`config.mk`:
```
export PLATFORM = sky130hd
export DESIGN_NAME = pse_port_policy_config_bank
export DESIGN_NICKNAME = d
export VERILOG_FILES = /design/src/core/pse_cfg_pkg.sv /design/src/core/port_supervisor.sv /design/src/core/pse_port_policy_config_bank.sv
export SDC_FILE = /design/constraint.sdc
export NUM_CORES = 1
export LEC_CHECK = 0
export BUFFER_PORTS_ARGS = -buffer_cell sky130_fd_sc_hd__buf_2
export CORE_MARGIN = 2
export CORE_UTILIZATION = 59
export DETAILED_ROUTE_END_ITERATION = 8
export PLACE_DENSITY = 0.79
export SETUP_SLACK_MARGIN = 0.5
export SYNTH_ARGS = -nofsm -noshare
export SYNTH_HDL_FRONTEND = slang
export SYNTH_SLANG_ARGS = --single-unit
```
`constraint.sdc`:
```
create_clock -name mclk_in -period 6.9 [get_ports mclk_in]
set_input_delay 0.345 -clock mclk_in [delete_from_list [all_inputs] [get_ports mclk_in]]
set_output_delay 0.345 -clock mclk_in [all_outputs]
set_load 0.1 [all_outputs]
```
`src/core/pse_cfg_pkg.sv`:
```
/*
 Constants for the per-port policy configuration bank: command codes,
 field layouts, reset values and timing. Assumes a 10 MHz core clock.
*/
package pse_cfg_pkg;
   localparam int unsigned NUM_PORTS = 4;
   localparam logic [7:0] CMD_LEGACY_MODE   = 8'h20;
   localparam logic [7:0] CMD_SECOND_CLASS  = 8'h21;
   localparam logic [7:0] CMD_DEFER_TIMER   = 8'h27;
   localparam logic [7:0] CMD_DISCONNECT    = 8'h29;
   localparam logic [7:0] CMD_CUT_P12       = 8'h2a;
   localparam logic [7:0] CMD_CUT_P34       = 8'h2b;
   localparam logic [7:0] CMD_TEMPERATURE   = 8'h2c;
   localparam logic [7:0] RST_LEGACY_MODE   = 8'h00;
   localparam logic [7:0] RST_SECOND_CLASS  = 8'haa;
   localparam logic [7:0] RST_DEFER_TIMER   = 8'h00;
   localparam logic [7:0] RST_DISCONNECT    = 8'h00;
   localparam logic [7:0] RST_CUT           = 8'h00;
   localparam int unsigned CUT_HI_POS       = 4;
   localparam int unsigned DEFER_FIELD_W    = 4;
   localparam logic [1:0] LEG_STANDARD      = 2'h0;
   localparam logic [1:0] LEG_LEGACY_ONLY   = 2'h1;
   localparam logic [1:0] LEG_STD_THEN_LEG  = 2'h2;
   localparam logic [1:0] SECOND_CLASS_OFF  = 2'h0;
   localparam logic [2:0] CLASS_FOUR        = 3'h4;
   localparam int unsigned CLK_HZ           = 10_000_000;
   localparam int unsigned DEFER_STEP_MS    = 10;
   localparam int unsigned DEFER_STEP_CYC   = CLK_HZ / 1000 * DEFER_STEP_MS;
   localparam int unsigned DISC_TIME_MS     = 300;
   localparam int unsigned DISC_TIME_CYC    = CLK_HZ / 1000 * DISC_TIME_MS;
   localparam int unsigned CUT_TIME_MS      = 60;
   localparam int unsigned CUT_TIME_CYC     = CLK_HZ / 1000 * CUT_TIME_MS;
   typedef enum logic [1:0] {
      MODE_OFF,
      MODE_MANUAL,
      MODE_SEMI_AUTO,
      MODE_AUTO
   } op_mode_t;
   typedef enum logic [1:0] {
      SEQ_NONE,
      SEQ_STANDARD,
      SEQ_LEGACY,
      SEQ_STD_THEN_LEG
   } detect_seq_t;
endpackage

```
`src/core/port_supervisor.sv`:
```
/*
 One port's disconnect and overcurrent-cut supervision timers.
 Assumes the comparator levels arrive already synchronised to mclk_in.
*/
module port_supervisor
   import pse_cfg_pkg::*;
#(
   parameter int unsigned DISC_CYC = DISC_TIME_CYC,
   parameter int unsigned CUT_CYC  = CUT_TIME_CYC
)
(
   input  wire logic mclk_in,
   input  wire logic sys_rst_in,
   input  wire logic powered_in,
   input  wire logic below_disc_in,
   input  wire logic above_cut_in,
   output logic      disc_off_out,
   output logic      cut_fault_out
);
   logic [31:0] disconnect_timer_ff;
   logic [31:0] cut_fault_timer_ff;

   // Count down from the load value; zero is the terminal count
   always_ff @(posedge mclk_in)
   begin
      if (sys_rst_in || !powered_in || !below_disc_in)
         disconnect_timer_ff <= DISC_CYC - 1;
      else if (disconnect_timer_ff != 32'h0)
         disconnect_timer_ff <= disconnect_timer_ff - 32'h1;
   end

   always_ff @(posedge mclk_in)
   begin
      if (sys_rst_in || !powered_in || !above_cut_in)
         cut_fault_timer_ff <= CUT_CYC - 1;
      else if (cut_fault_timer_ff != 32'h0)
         cut_fault_timer_ff <= cut_fault_timer_ff - 32'h1;
   end

   always_ff @(posedge mclk_in)
   begin
      if (sys_rst_in)
      begin
         disc_off_out  <= 1'b0;
         cut_fault_out <= 1'b0;
      end
      else
      begin
         disc_off_out  <= powered_in && below_disc_in &&
                          disconnect_timer_ff == 32'h0;
         cut_fault_out <= powered_in && above_cut_in &&
                          cut_fault_timer_ff == 32'h0;
      end
   end
endmodule

```
`src/core/pse_port_policy_config_bank.sv`:
```
/*
 Per-port policy configuration bank of a four-port power-sourcing
 controller: command-coded byte registers, detect and second-class
 sequence selection, interrupt deferral and port supervision.
 Assumes an upstream serial slave decodes each transfer into one command
 code plus one data byte, and that analog comparators and the
 temperature converter sit outside. Comparator levels are synchronised here; other pin-level inputs are not.
*/
// How it works
// - Legacy code 00 with detect enabled runs standard detection only.
// - Legacy code 01 with detect enabled runs legacy detection only.
// - Code 10 runs standard then legacy; code 11 reserved, treated as none.
// - Legacy detect starts on restart button, or detect enable in auto modes.
// - Legacy result never auto-powers a port; host must power it on.
// - Second-class code 00 disables the second classification event.
// - Codes 01 and 11 add a second event after class 4; 10 reserved.
// - Second event gating differs by manual, semi-auto and auto mode.
// - Non-zero defer period N gives a free-running period of N times 10 ms.
// - Pending non-critical interrupts pass only when the timer hits zero.
// - Defer period zero passes every interrupt immediately.
// - Reading the defer register returns the last written value.
// - Disconnect, cut and legacy fields are held separately per port.
// - Powered port below disconnect threshold starts timer; expiry powers off.
// - Disconnect codes select 7.5, 15, 30 and 50 milliamps.
// - Three-bit cut code per port; ports 1,2 at 2Ah and 3,4 at 2Bh.
// - Current above cut starts cut timer; terminal zero declares a fault.
// - Cut codes map to 374,110,204,374,754,592,645,920 milliamps.
// - Temperature register is a read-only 8-bit conversion result.
// - Each register is one command code followed by one data byte.
module pse_port_policy_config_bank
   import pse_cfg_pkg::*;
#(
   parameter int unsigned DEFER_STEP = DEFER_STEP_CYC,
   parameter int unsigned DISC_CYC   = DISC_TIME_CYC,
   parameter int unsigned CUT_CYC    = CUT_TIME_CYC
)
(
   input  wire logic                     mclk_in,
   input  wire logic                     sys_rst_in,
   input  wire logic                     cmd_wr_in,
   input  wire logic                     cmd_rd_in,
   input  wire logic [7:0]               cmd_code_in,
   input  wire logic [7:0]               cmd_data_in,
   input  wire pse_cfg_pkg::op_mode_t    op_mode_in,
   input  wire logic [3:0]               port_detect_enable_in,
   input  wire logic [3:0]               port_class_enable_in,
   input  wire logic [3:0]               port_detect_restart_button_in,
   input  wire logic [3:0]               port_class_restart_button_in,
   input  wire logic [3:0]               port_power_on_button_in,
   input  wire logic [3:0]               port_powered_in,
   input  wire logic [3:0]               first_class_done_in,
   input  wire logic [11:0]              first_class_result_in,
   input  wire logic [3:0]               port_below_disc_in,
   input  wire logic [3:0]               port_above_cut_in,
   input  wire logic                     temp_valid_in,
   input  wire logic [7:0]               temp_code_in,
   input  wire logic [7:0]               irq_noncrit_in,
   input  wire logic [7:0]               irq_crit_in,
   output logic [7:0]                    rd_data_out,
   output logic                          rd_valid_out,
   output logic [7:0]                    detect_seq_out,
   output logic [3:0]                    legacy_power_hold_out,
   output logic [3:0]                    second_class_go_out,
   output logic [7:0]                    disconnect_code_out,
   output logic [11:0]                   overcurrent_cut_code_out,
   output logic [3:0]                    disconnect_off_out,
   output logic [3:0]                    cut_fault_out,
   output logic [7:0]                    irq_forward_out
);
   logic [7:0]  legacy_detect_mode_ff;
   logic [7:0]  two_event_class_ctrl_ff;
   logic [7:0]  interrupt_defer_timer_ff;
   logic [7:0]  disconnect_threshold_ff;
   logic [7:0]  overcurrent_cut_ports_1_2_ff;
   logic [7:0]  overcurrent_cut_ports_3_4_ff;
   logic [7:0]  die_temperature_ff;
   logic [3:0]  below_s1_ff;
   logic [3:0]  below_s2_ff;
   logic [3:0]  above_s1_ff;
   logic [3:0]  above_s2_ff;
   logic [31:0] step_cnt_ff;
   logic [3:0]  period_cnt_ff;
   logic [7:0]  pending_ff;
   logic        defer_tick;
   logic [DEFER_FIELD_W-1:0] irq_defer_period;
   logic [3:0]  disc_off;
   logic [3:0]  cut_fault;

   assign irq_defer_period =
      interrupt_defer_timer_ff[DEFER_FIELD_W-1:0];

   // Whole-byte command registers; the read-only code ignores writes
   always_ff @(posedge mclk_in)
   begin
      if (sys_rst_in)
      begin
         legacy_detect_mode_ff        <= RST_LEGACY_MODE;
         two_event_class_ctrl_ff      <= RST_SECOND_CLASS;
         interrupt_defer_timer_ff     <= RST_DEFER_TIMER;
         disconnect_threshold_ff      <= RST_DISCONNECT;
         overcurrent_cut_ports_1_2_ff <= RST_CUT;
         overcurrent_cut_ports_3_4_ff <= RST_CUT;
      end
      else if (cmd_wr_in)
      begin
         unique case (cmd_code_in)
            CMD_LEGACY_MODE:  legacy_detect_mode_ff <= cmd_data_in;
            CMD_SECOND_CLASS: two_event_class_ctrl_ff <= cmd_data_in;
            // Upper bits stored as written; host keeps them at reset
            CMD_DEFER_TIMER:  interrupt_defer_timer_ff <= cmd_data_in;
            CMD_DISCONNECT:   disconnect_threshold_ff <= cmd_data_in;
            CMD_CUT_P12:      overcurrent_cut_ports_1_2_ff <= cmd_data_in;
            CMD_CUT_P34:      overcurrent_cut_ports_3_4_ff <= cmd_data_in;
            default:          ;
         endcase
      end
   end

   always_ff @(posedge mclk_in)
   begin
      if (sys_rst_in)
         die_temperature_ff <= 8'h00;
      else if (temp_valid_in)
         die_temperature_ff <= temp_code_in;
   end

   // Read answers one cycle after the request; unmapped codes give zero
   always_ff @(posedge mclk_in)
   begin
      if (sys_rst_in)
      begin
         rd_data_out  <= 8'h00;
         rd_valid_out <= 1'b0;
      end
      else
      begin
         rd_valid_out <= cmd_rd_in;
         if (cmd_rd_in)
         begin
            unique case (cmd_code_in)
               CMD_LEGACY_MODE:  rd_data_out <= legacy_detect_mode_ff;
               CMD_SECOND_CLASS: rd_data_out <= two_event_class_ctrl_ff;
               CMD_DEFER_TIMER:  rd_data_out <= interrupt_defer_timer_ff;
               CMD_DISCONNECT:   rd_data_out <= disconnect_threshold_ff;
               CMD_CUT_P12:      rd_data_out <= overcurrent_cut_ports_1_2_ff;
               CMD_CUT_P34:      rd_data_out <= overcurrent_cut_ports_3_4_ff;
               CMD_TEMPERATURE:  rd_data_out <= die_temperature_ff;
               default:          rd_data_out <= 8'h00;
            endcase
         end
      end
   end

   // Comparator levels come from the analog side, asynchronous to us
   always_ff @(posedge mclk_in)
   begin
      if (sys_rst_in)
      begin
         below_s1_ff <= 4'h0;
         below_s2_ff <= 4'h0;
         above_s1_ff <= 4'h0;
         above_s2_ff <= 4'h0;
      end
      else
      begin
         below_s1_ff <= port_below_disc_in;
         below_s2_ff <= below_s1_ff;
         above_s1_ff <= port_above_cut_in;
         above_s2_ff <= above_s1_ff;
      end
   end

   genvar p;
   generate
      for (p = 0; p < NUM_PORTS; p++)
      begin : g_port
         logic [1:0] port_legacy_mode_field;
         logic [1:0] port_second_class_field;
         logic [2:0] port_overcurrent_cut_code;
         logic       detect_trigger;
         logic       second_gate;
         detect_seq_t seq;

         assign port_legacy_mode_field  = legacy_detect_mode_ff[2*p +: 2];
         assign port_second_class_field = two_event_class_ctrl_ff[2*p +: 2];
         assign port_overcurrent_cut_code = (p < 2) ?
            overcurrent_cut_ports_1_2_ff[CUT_HI_POS*(p%2) +: 3] :
            overcurrent_cut_ports_3_4_ff[CUT_HI_POS*(p%2) +: 3];

         // Restart button in any mode; enable level in the automatic modes
         assign detect_trigger = port_detect_restart_button_in[p] ||
            (port_detect_enable_in[p] &&
             (op_mode_in == MODE_SEMI_AUTO || op_mode_in == MODE_AUTO));

         always_comb
         begin
            seq = SEQ_NONE;
            if (detect_trigger)
            begin
               unique case (port_legacy_mode_field)
                  LEG_STANDARD:     seq = SEQ_STANDARD;
                  LEG_LEGACY_ONLY:  seq = SEQ_LEGACY;
                  LEG_STD_THEN_LEG: seq = SEQ_STD_THEN_LEG;
                  default:          seq = SEQ_NONE;
               endcase
            end
         end

         always_comb
         begin
            unique case (op_mode_in)
               MODE_MANUAL:    second_gate = port_class_enable_in[p] ||
                                  port_class_restart_button_in[p];
               MODE_SEMI_AUTO: second_gate = port_class_enable_in[p] ||
                                  port_power_on_button_in[p];
               MODE_AUTO:      second_gate = 1'b1;
               MODE_OFF:       second_gate = 1'b0;
            endcase
         end

         always_ff @(posedge mclk_in)
         begin
            if (sys_rst_in)
            begin
               detect_seq_out[2*p +: 2]        <= SEQ_NONE;
               legacy_power_hold_out[p]        <= 1'b0;
               second_class_go_out[p]          <= 1'b0;
               disconnect_code_out[2*p +: 2]   <= 2'h0;
               overcurrent_cut_code_out[3*p +: 3] <= 3'h0;
            end
            else
            begin
               detect_seq_out[2*p +: 2] <= seq;
               // Automatic power-up is blocked in semi-auto and auto modes whenever the legacy field is not standard
               legacy_power_hold_out[p] <=
                  (op_mode_in == MODE_SEMI_AUTO || op_mode_in == MODE_AUTO)
                  && port_legacy_mode_field != LEG_STANDARD;
               second_class_go_out[p] <= first_class_done_in[p] &&
                  first_class_result_in[3*p +: 3] == CLASS_FOUR &&
                  port_second_class_field[0] && second_gate;
               disconnect_code_out[2*p +: 2] <=
                  disconnect_threshold_ff[2*p +: 2];
               overcurrent_cut_code_out[3*p +: 3] <=
                  port_overcurrent_cut_code;
            end
         end

         port_supervisor #(
            .DISC_CYC (DISC_CYC),
            .CUT_CYC  (CUT_CYC)
         ) u_sup (
            .mclk_in       (mclk_in),
            .sys_rst_in    (sys_rst_in),
            .powered_in    (port_powered_in[p]),
            .below_disc_in (below_s2_ff[p]),
            .above_cut_in  (above_s2_ff[p]),
            .disc_off_out  (disc_off[p]),
            .cut_fault_out (cut_fault[p])
         );
      end
   endgenerate

   always_ff @(posedge mclk_in)
   begin
      if (sys_rst_in)
      begin
         disconnect_off_out <= 4'h0;
         cut_fault_out      <= 4'h0;
      end
      else
      begin
         disconnect_off_out <= disc_off;
         cut_fault_out      <= cut_fault;
      end
   end

   // Free-running deferral: a step prescaler feeding a period counter
   assign defer_tick = irq_defer_period != 4'h0 &&
                       step_cnt_ff == 32'h0 && period_cnt_ff == 4'h1;

   always_ff @(posedge mclk_in)
   begin
      if (sys_rst_in || irq_defer_period == 4'h0)
      begin
         step_cnt_ff   <= DEFER_STEP - 1;
         period_cnt_ff <= 4'h0;
      end
      // Load N once on enable so the first period is N steps, not N+1
      else if (period_cnt_ff == 4'h0)
         period_cnt_ff <= irq_defer_period;
      else if (step_cnt_ff != 32'h0)
         step_cnt_ff <= step_cnt_ff - 32'h1;
      else
      begin
         step_cnt_ff <= DEFER_STEP - 1;
         // Reload at one, on the last step, and keep counting
         period_cnt_ff <= (period_cnt_ff <= 4'h1) ?
                          irq_defer_period : period_cnt_ff - 4'h1;
      end
   end

   // New events in the release cycle stay pending, never lost
   always_ff @(posedge mclk_in)
   begin
      if (sys_rst_in)
         pending_ff <= 8'h00;
      else if (irq_defer_period == 4'h0 || defer_tick)
         pending_ff <= defer_tick ? irq_noncrit_in : 8'h00;
      else
         pending_ff <= pending_ff | irq_noncrit_in;
   end

   always_ff @(posedge mclk_in)
   begin
      if (sys_rst_in)
         irq_forward_out <= 8'h00;
      else if (irq_defer_period == 4'h0)
         irq_forward_out <= irq_noncrit_in | irq_crit_in;
      else
         irq_forward_out <= irq_crit_in |
                            (defer_tick ? pending_ff : 8'h00);
   end

   a_read_defer_back: assert property (@(posedge mclk_in)
      disable iff (sys_rst_in)
      cmd_wr_in && cmd_code_in == CMD_DEFER_TIMER ##1 !cmd_wr_in ##1
      cmd_rd_in && cmd_code_in == CMD_DEFER_TIMER && !cmd_wr_in
      |=> rd_data_out == $past(cmd_data_in, 3))
      else $error("defer read differs from last write");
   a_immediate_irq: assert property (@(posedge mclk_in)
      disable iff (sys_rst_in)
      irq_defer_period == 4'h0 && !cmd_wr_in
      |=> irq_forward_out == $past(irq_noncrit_in | irq_crit_in))
      else $error("irq not passed at once");
   a_defer_hold: assert property (@(posedge mclk_in)
      disable iff (sys_rst_in)
      irq_defer_period != 4'h0 && !defer_tick && irq_crit_in == 8'h00
      |=> irq_forward_out == 8'h00)
      else $error("deferred irq leaked early");
   a_legacy_only: assert property (@(posedge mclk_in)
      disable iff (sys_rst_in)
      port_detect_restart_button_in[0] &&
      legacy_detect_mode_ff[1:0] == LEG_LEGACY_ONLY
      |=> detect_seq_out[1:0] == SEQ_LEGACY)
      else $error("legacy-only sequence not chosen");
   a_std_detect: assert property (@(posedge mclk_in)
      disable iff (sys_rst_in)
      port_detect_restart_button_in[1] &&
      legacy_detect_mode_ff[3:2] == LEG_STANDARD
      |=> detect_seq_out[3:2] == SEQ_STANDARD)
      else $error("standard sequence not chosen");
   a_second_off: assert property (@(posedge mclk_in)
      disable iff (sys_rst_in)
      two_event_class_ctrl_ff[1:0] == SECOND_CLASS_OFF
      |=> !second_class_go_out[0])
      else $error("second class with field off");
   a_second_auto: assert property (@(posedge mclk_in)
      disable iff (sys_rst_in)
      op_mode_in == MODE_AUTO && first_class_done_in[0] &&
      first_class_result_in[2:0] == CLASS_FOUR &&
      two_event_class_ctrl_ff[1:0] == 2'h3
      |=> second_class_go_out[0])
      else $error("second class missed in auto");
   a_cut_map: assert property (@(posedge mclk_in)
      disable iff (sys_rst_in)
      ##1 overcurrent_cut_code_out[11:9] ==
      $past(overcurrent_cut_ports_3_4_ff[6:4]))
      else $error("port 4 cut code misplaced");
   a_temp_ro: assert property (@(posedge mclk_in)
      disable iff (sys_rst_in)
      !temp_valid_in |=> $stable(die_temperature_ff))
      else $error("temperature changed without conversion");
   c_defer_tick: cover property (@(posedge mclk_in) defer_tick);
   c_second_go: cover property (@(posedge mclk_in)
      second_class_go_out != 4'h0);
   c_cut_fault: cover property (@(posedge mclk_in) cut_fault_out != 4'h0);
endmodule

```
* Word-level counts from Yosys, hierarchy flattened *
Cells that the tools add are included.

storage, ports and cells
  register bits after elaboration = 441
  output and inout bits = 61
  input bits = 95
  logic and storage cells = 231

cells by class
  add/subtract/negate cells = 10
  equality and inequality tests = 24
  reductions and logical operators = 117
  bitwise operators = 7
  magnitude comparators = 1
  muxes and demuxes = 17

operators by type and width
  operator                                                                          number
  32-bit logical NOT                                                                9
  32-bit nonzero test                                                               9
  32-bit by 1-bit subtractor with 32-bit output, second input constant              9
  8-bit by 6-bit equality test with 1-bit output, second input constant             7
  8-bit case mux with 7 select lines                                                1
  1-bit logical AND                                                                 38
  32-bit 2-to-1 mux                                                                 1
  8-bit 2-to-1 mux                                                                  4
  1-bit logical OR                                                                  27
  8-bit OR                                                                          3
  2-bit case mux with 3 select lines                                                4
  1-bit case mux with 4 select lines                                                4
  2-bit equality test, second input constant                                        6
  3-bit equality test, second input constant                                        4
  1-bit logical NOT                                                                 12
  4-bit 2-to-1 mux                                                                  3
  2-bit AND reduction                                                               6
  2-bit by 1-bit equality test with 1-bit output, second input constant             5
  2-bit logical NOT                                                                 5
  4-bit logical NOT                                                                 2
  2-bit nonzero test                                                                4
  2-bit OR reduction                                                                4
  4-bit by 1-bit equality test with 1-bit output, second input constant             1
  4-bit by 1-bit less-or-equal comparator with 1-bit output, second input constant  1
  other kinds (4)                                                                   7

* Longest topological paths before layout *
  depth in word-level cells = 6
  gate-level depth with buffers = 9
  gate-level depth less buffers = 7

* Modules after synthesis *
A second synthesis with hierarchy kept.

second synthesis, totals
  cells, all modules = 2,202
  area, all modules = 20,419.6 um^2

modules (own cells, without submodules)
  module                                  sequential area each (um^2)  instances  cells each  area an instance (um^2)
  port_supervisor at g_port[0].u_sup ...  1,321.3                      3          368         3,357.0
  pse_port_policy_config_bank             3,543.4                      1          731         7,058.0
  port_supervisor at g_port[3].u_sup      1,321.3                      1          367         3,290.7

* Worst setup path before layout *
OpenSTA, ideal clock, no wires.

  path kind = reg-to-reg
  from = register g_port[0].u_sup.cut_fault_timer_ff[19]
  to = register g_port[0].u_sup.cut_fault_timer_ff[30]
  clock period less this slack = 2.618 ns
  cell stages (with the launch flop) = 7
  library setup time = 0.070 ns
  arrival = 2.547 ns
  required time = 6.830 ns
  setup slack = 4.282 ns
  path buffers = 1
  cells stage by stage = dfxtp_1 -> or4_4 -> or4_4 -> or4_1 -> buf_2 -> or4_1 -> a21oi_1

between the ends
  word-level cells in the longest chain between the ends = 1
  elaborated cells between the ends (all ways) = 2
  those cells by class = 1 x add/sub; 1 x reduce/logical

ends and longest elaborated chain
  element                                                                                      RTL line                                      text
  start: declaration                                                                           port_supervisor.sv:21                         logic [31:0] cut_fault_timer_ff;
  start signal: assignment                                                                     port_supervisor.sv:35                         cut_fault_timer_ff <= CUT_CYC - 1;
  start signal: assignment                                                                     port_supervisor.sv:37                         cut_fault_timer_ff <= cut_fault_timer_ff - 32'h1;
  32-bit by 1-bit subtractor with 32-bit output / 32-bit nonzero test (equally long branches)  port_supervisor.sv:37, port_supervisor.sv:36

Parallel ways exist; a longest one is shown, timed or not.
A chain may end at the register's enable or synchronous reset.

* Final worst setup path *
  from = register step_cnt_ff[9]
  to = register step_cnt_ff[31]

between the ends
  word-level cells in the longest chain between the ends = 2
  elaborated cells between the ends (all ways) = 3
  those cells by class = 1 x add/sub; 1 x mux; 1 x reduce/logical

ends and longest elaborated chain
  element                                                                                      RTL line                                                                text
  start: declaration                                                                           pse_port_policy_config_bank.sv:81                                       logic [31:0] step_cnt_ff;
  start signal: assignment                                                                     pse_port_policy_config_bank.sv:285                                      step_cnt_ff <= DEFER_STEP - 1;
  start signal: assignment                                                                     pse_port_policy_config_bank.sv:292                                      step_cnt_ff <= step_cnt_ff - 32'h1;
  start signal: assignment                                                                     pse_port_policy_config_bank.sv:295                                      step_cnt_ff <= DEFER_STEP - 1;
  32-bit by 1-bit subtractor with 32-bit output / 32-bit nonzero test (equally long branches)  pse_port_policy_config_bank.sv:292, pse_port_policy_config_bank.sv:291
  32-bit 2-to-1 mux (*)                                                                        pse_port_policy_config_bank.sv:291                                      else if (step_cnt_ff != 32'h0)

Every way passes the cells marked *; elsewhere a longest branch is shown, timed or not.

==> results.md <==
* Status: completed
* Crit Path Category: reg -> reg
* Die X at approximately 190 µm
* First-pass GRT wire length at 76.9 mm
* Worst-Skew Late Latency at 550 ps
* Syn nets at 2402
* Max Cap Viol at 0
* Vias per cell at slightly above 6
* Met2 Resource Use GR at 43.3%
* PortBufs at approximately 160
* CP Launch Type: flip-flop
* Largest net degree at the start of global routing at 59
* Max-slew violations at 0
* Die area at 35200 µm²
* RSZ-0062 raised after global routing: no
* Crit share post-route at 48.1%
* WL per Instance at ~16 µm
* Worst R2R Path Depth at 5
* Max Fanout on Critical Path at 21
* Initial antenna violation count at 0
* Remaining DRCs at 0
* Root buffer cell: clkbuf_16
* HP Class: in -> reg
* Worst path arrival time at 3720 ps
* Power Dens Cells at 232 nW/µm²
* TritonCTS clock tree: done
* Synth Instances at 2278
* Avg Cell Area, Syn at between 8 and 9 µm²
* Most common cell after layout, fill and taps aside: dfxtp_1
* #FFs+latches synth at 441
* Final Hold Fails at 0
* Layout cell share with drive strength beyond 1 at between 10% and 20%
* Setup tns final at 0 ps
* Starting DRT DRC Count at 1280
* Worst setup path start: step_cnt_ff[9]
* Met3 Use GR at 4.19%
* Post-synth EDFFs at 0
* Number of global-route vias before repair at 16400
* Cts bufs inserted at 46
* R2r setup slk at 3580 ps
* Critical Path RT at between 7000 and 8000 ps
* Worst slew pin tran at 1290 ps
* Max Clock Freq at 301 MHz
* Final #Nets at about 2500
* Setup Skew at 11.1 ps
* P_leak at 8.04 nW
* Setup violators final at 0
* Diode count at 0
* Synth warn at 0
* Post-CTS setup buffer count at 0
* Worst-path clk slew at 60 ps
* Effective utilization at floorplan at between 50% and 60%
* CTS sink cnt at 441
* Antenna-violating nets left at 0
* Primary FF master, synth: dfxtp_1
* Most Crowded Layer GR: met2
* CTS Buffer Depth at 3
* Total Power at 5.21 mW
* Core ar. at 33400 µm²
* Synth async-reset ratio at 0%
* Ports at 156
* Most frequent cells in the layout: 441 x dfxtp_1, 219 x nor2_1, 154 x buf_2
* H-tree depth at 2
* Final wirelength at 45.8 mm
* GRT overflow at 0
* CTS resizes at 0
* Worst vdd ir at 149 µV
* Hold WS at 17.6 ps
* Slew margin rel. at 13.6%
* Seq/Total Area, Yosys at between 40% and 50%
* RR Endpoint: step_cnt_ff[31]
* RR Startpoint: step_cnt_ff[9]
* Gpl congestion at 0.873
* Mapped cell area at 19900 µm²
* Non-filler cells, final at between 2000 and 3000
* Met1 Use GR at between 30% and 40%
* Placed instance count at 2787
* DP Wirelength at 31.2 mm
* GRT Overall Usage at 25.4%
* Die height at 188 µm
* Critical Path End: step_cnt_ff[31]
* Vias at 17400
* # rows at 67
* Hold-fix buffers, CTS at 3
* Area growth syn-to-layout at 13.0%
* Critical path capture point type: flip-flop
* Cell variety after synth at 71
* First-pass DRT Iterations at 6
* Final Util at about two thirds
* Tmin final at approximately 3300 ps
[layout make-up]
cell class	instances	area, µm²
well taps	448	561
clock inverters	8	115
repair buffers	166	868
clock buffers	72	1410
fillers	2741	10900
flip-flops and latches	441	8830
inverters	47	176
multi-input cells	1688	10500
[worst min path at each step]
stage	endpoint	slack, ps	cells past startpoint	startpoint
after floorplan	above_s2_ff[0]	410	1	above_s1_ff[0]
after global placement	cut_fault_out[3]	420	1	g_port[3].u_sup.cut_fault_out
after detailed placement	above_s2_ff[2]	420	1	above_s1_ff[2]
after CTS	below_s1_ff[0]	1	2	port_below_disc_in[0]
after global routing	above_s1_ff[1]	10	2	port_above_cut_in[1]
final	below_s1_ff[0]	20	2	port_below_disc_in[0]
[flip-flops by register name, summed over array words and instances (netlist names), 8 cells and up]
signal	flops
overcurrent_cut_ports_1_2_ff	8
die_temperature_ff	8
step_cnt_ff	32
legacy_detect_mode_ff	8
rd_data_out	8
irq_forward_out	8
detect_seq_out	8
two_event_class_ctrl_ff	8
interrupt_defer_timer_ff	8
disconnect_threshold_ff	8
g_port.u_sup.disconnect_timer_ff	128
overcurrent_cut_code_out	12
pending_ff	8
overcurrent_cut_ports_3_4_ff	8
disconnect_code_out	8
g_port.u_sup.cut_fault_timer_ff	128
[cell usage after synthesis (all sizes together) (51+ instances only)]
cell | number | area share [%]
nor2b | 53 | 1.7
or4 | 97 | 3.7
nand2 | 135 | 2.6
o21ai | 115 | 2.9
nor4 | 73 | 2.5
a21oi | 149 | 3.8
nand3 | 74 | 1.9
mux2i | 56 | 2.8
dfxtp | 441 | 44
clkbuf | 90 | 1.7
nor2 | 219 | 4.1
or3 | 108 | 3.4
xnor2 | 59 | 2.6
nor3 | 77 | 2.0
o31ai | 51 | 1.9
[report_power, final]
part	total, mW	switching, mW	internal, mW
combinational	0.148	0.103	0.0458
clock	2.50	0.989	1.51
sequential	2.57	0.00618	2.56
total	5.21	1.10	4.11
[cells by family after synthesis]
family | share of synthesized area [%]
muxes | 3.56
adders and majority gates | 1.83
AOI/OAI and AO/OA | 14.5
and+or+nand+nor | 28.7
DFF | 44.4
buffers and inverters | 2.84
xor gates and xnor gates | 4.19
[through the flow]
stage          setup WS, ps  instance area [µm²]
4_1_cts                3650                22400
3_5_place_dp           3680                20900
2_1_floorplan          4280                19900
5_1_grt                3230                22400
3_3_place_gp           3860                20900
6_report               3580                22400
[metal layers]
layer,vias to the layer above,share of wire [%]
met3,94,5.7
met2,525,47
met5,-,0
met4,0,2.7
li1,8644,-
met1,8154,44
[critical path: stages, from the launching register on]
cell	delay, ps
dfxtp_1	360
nor4_1	410
nand3_1	470
nor3_2	1160
a21o_1	660
nor2_1	120
(Power assumes the default switching activity.)
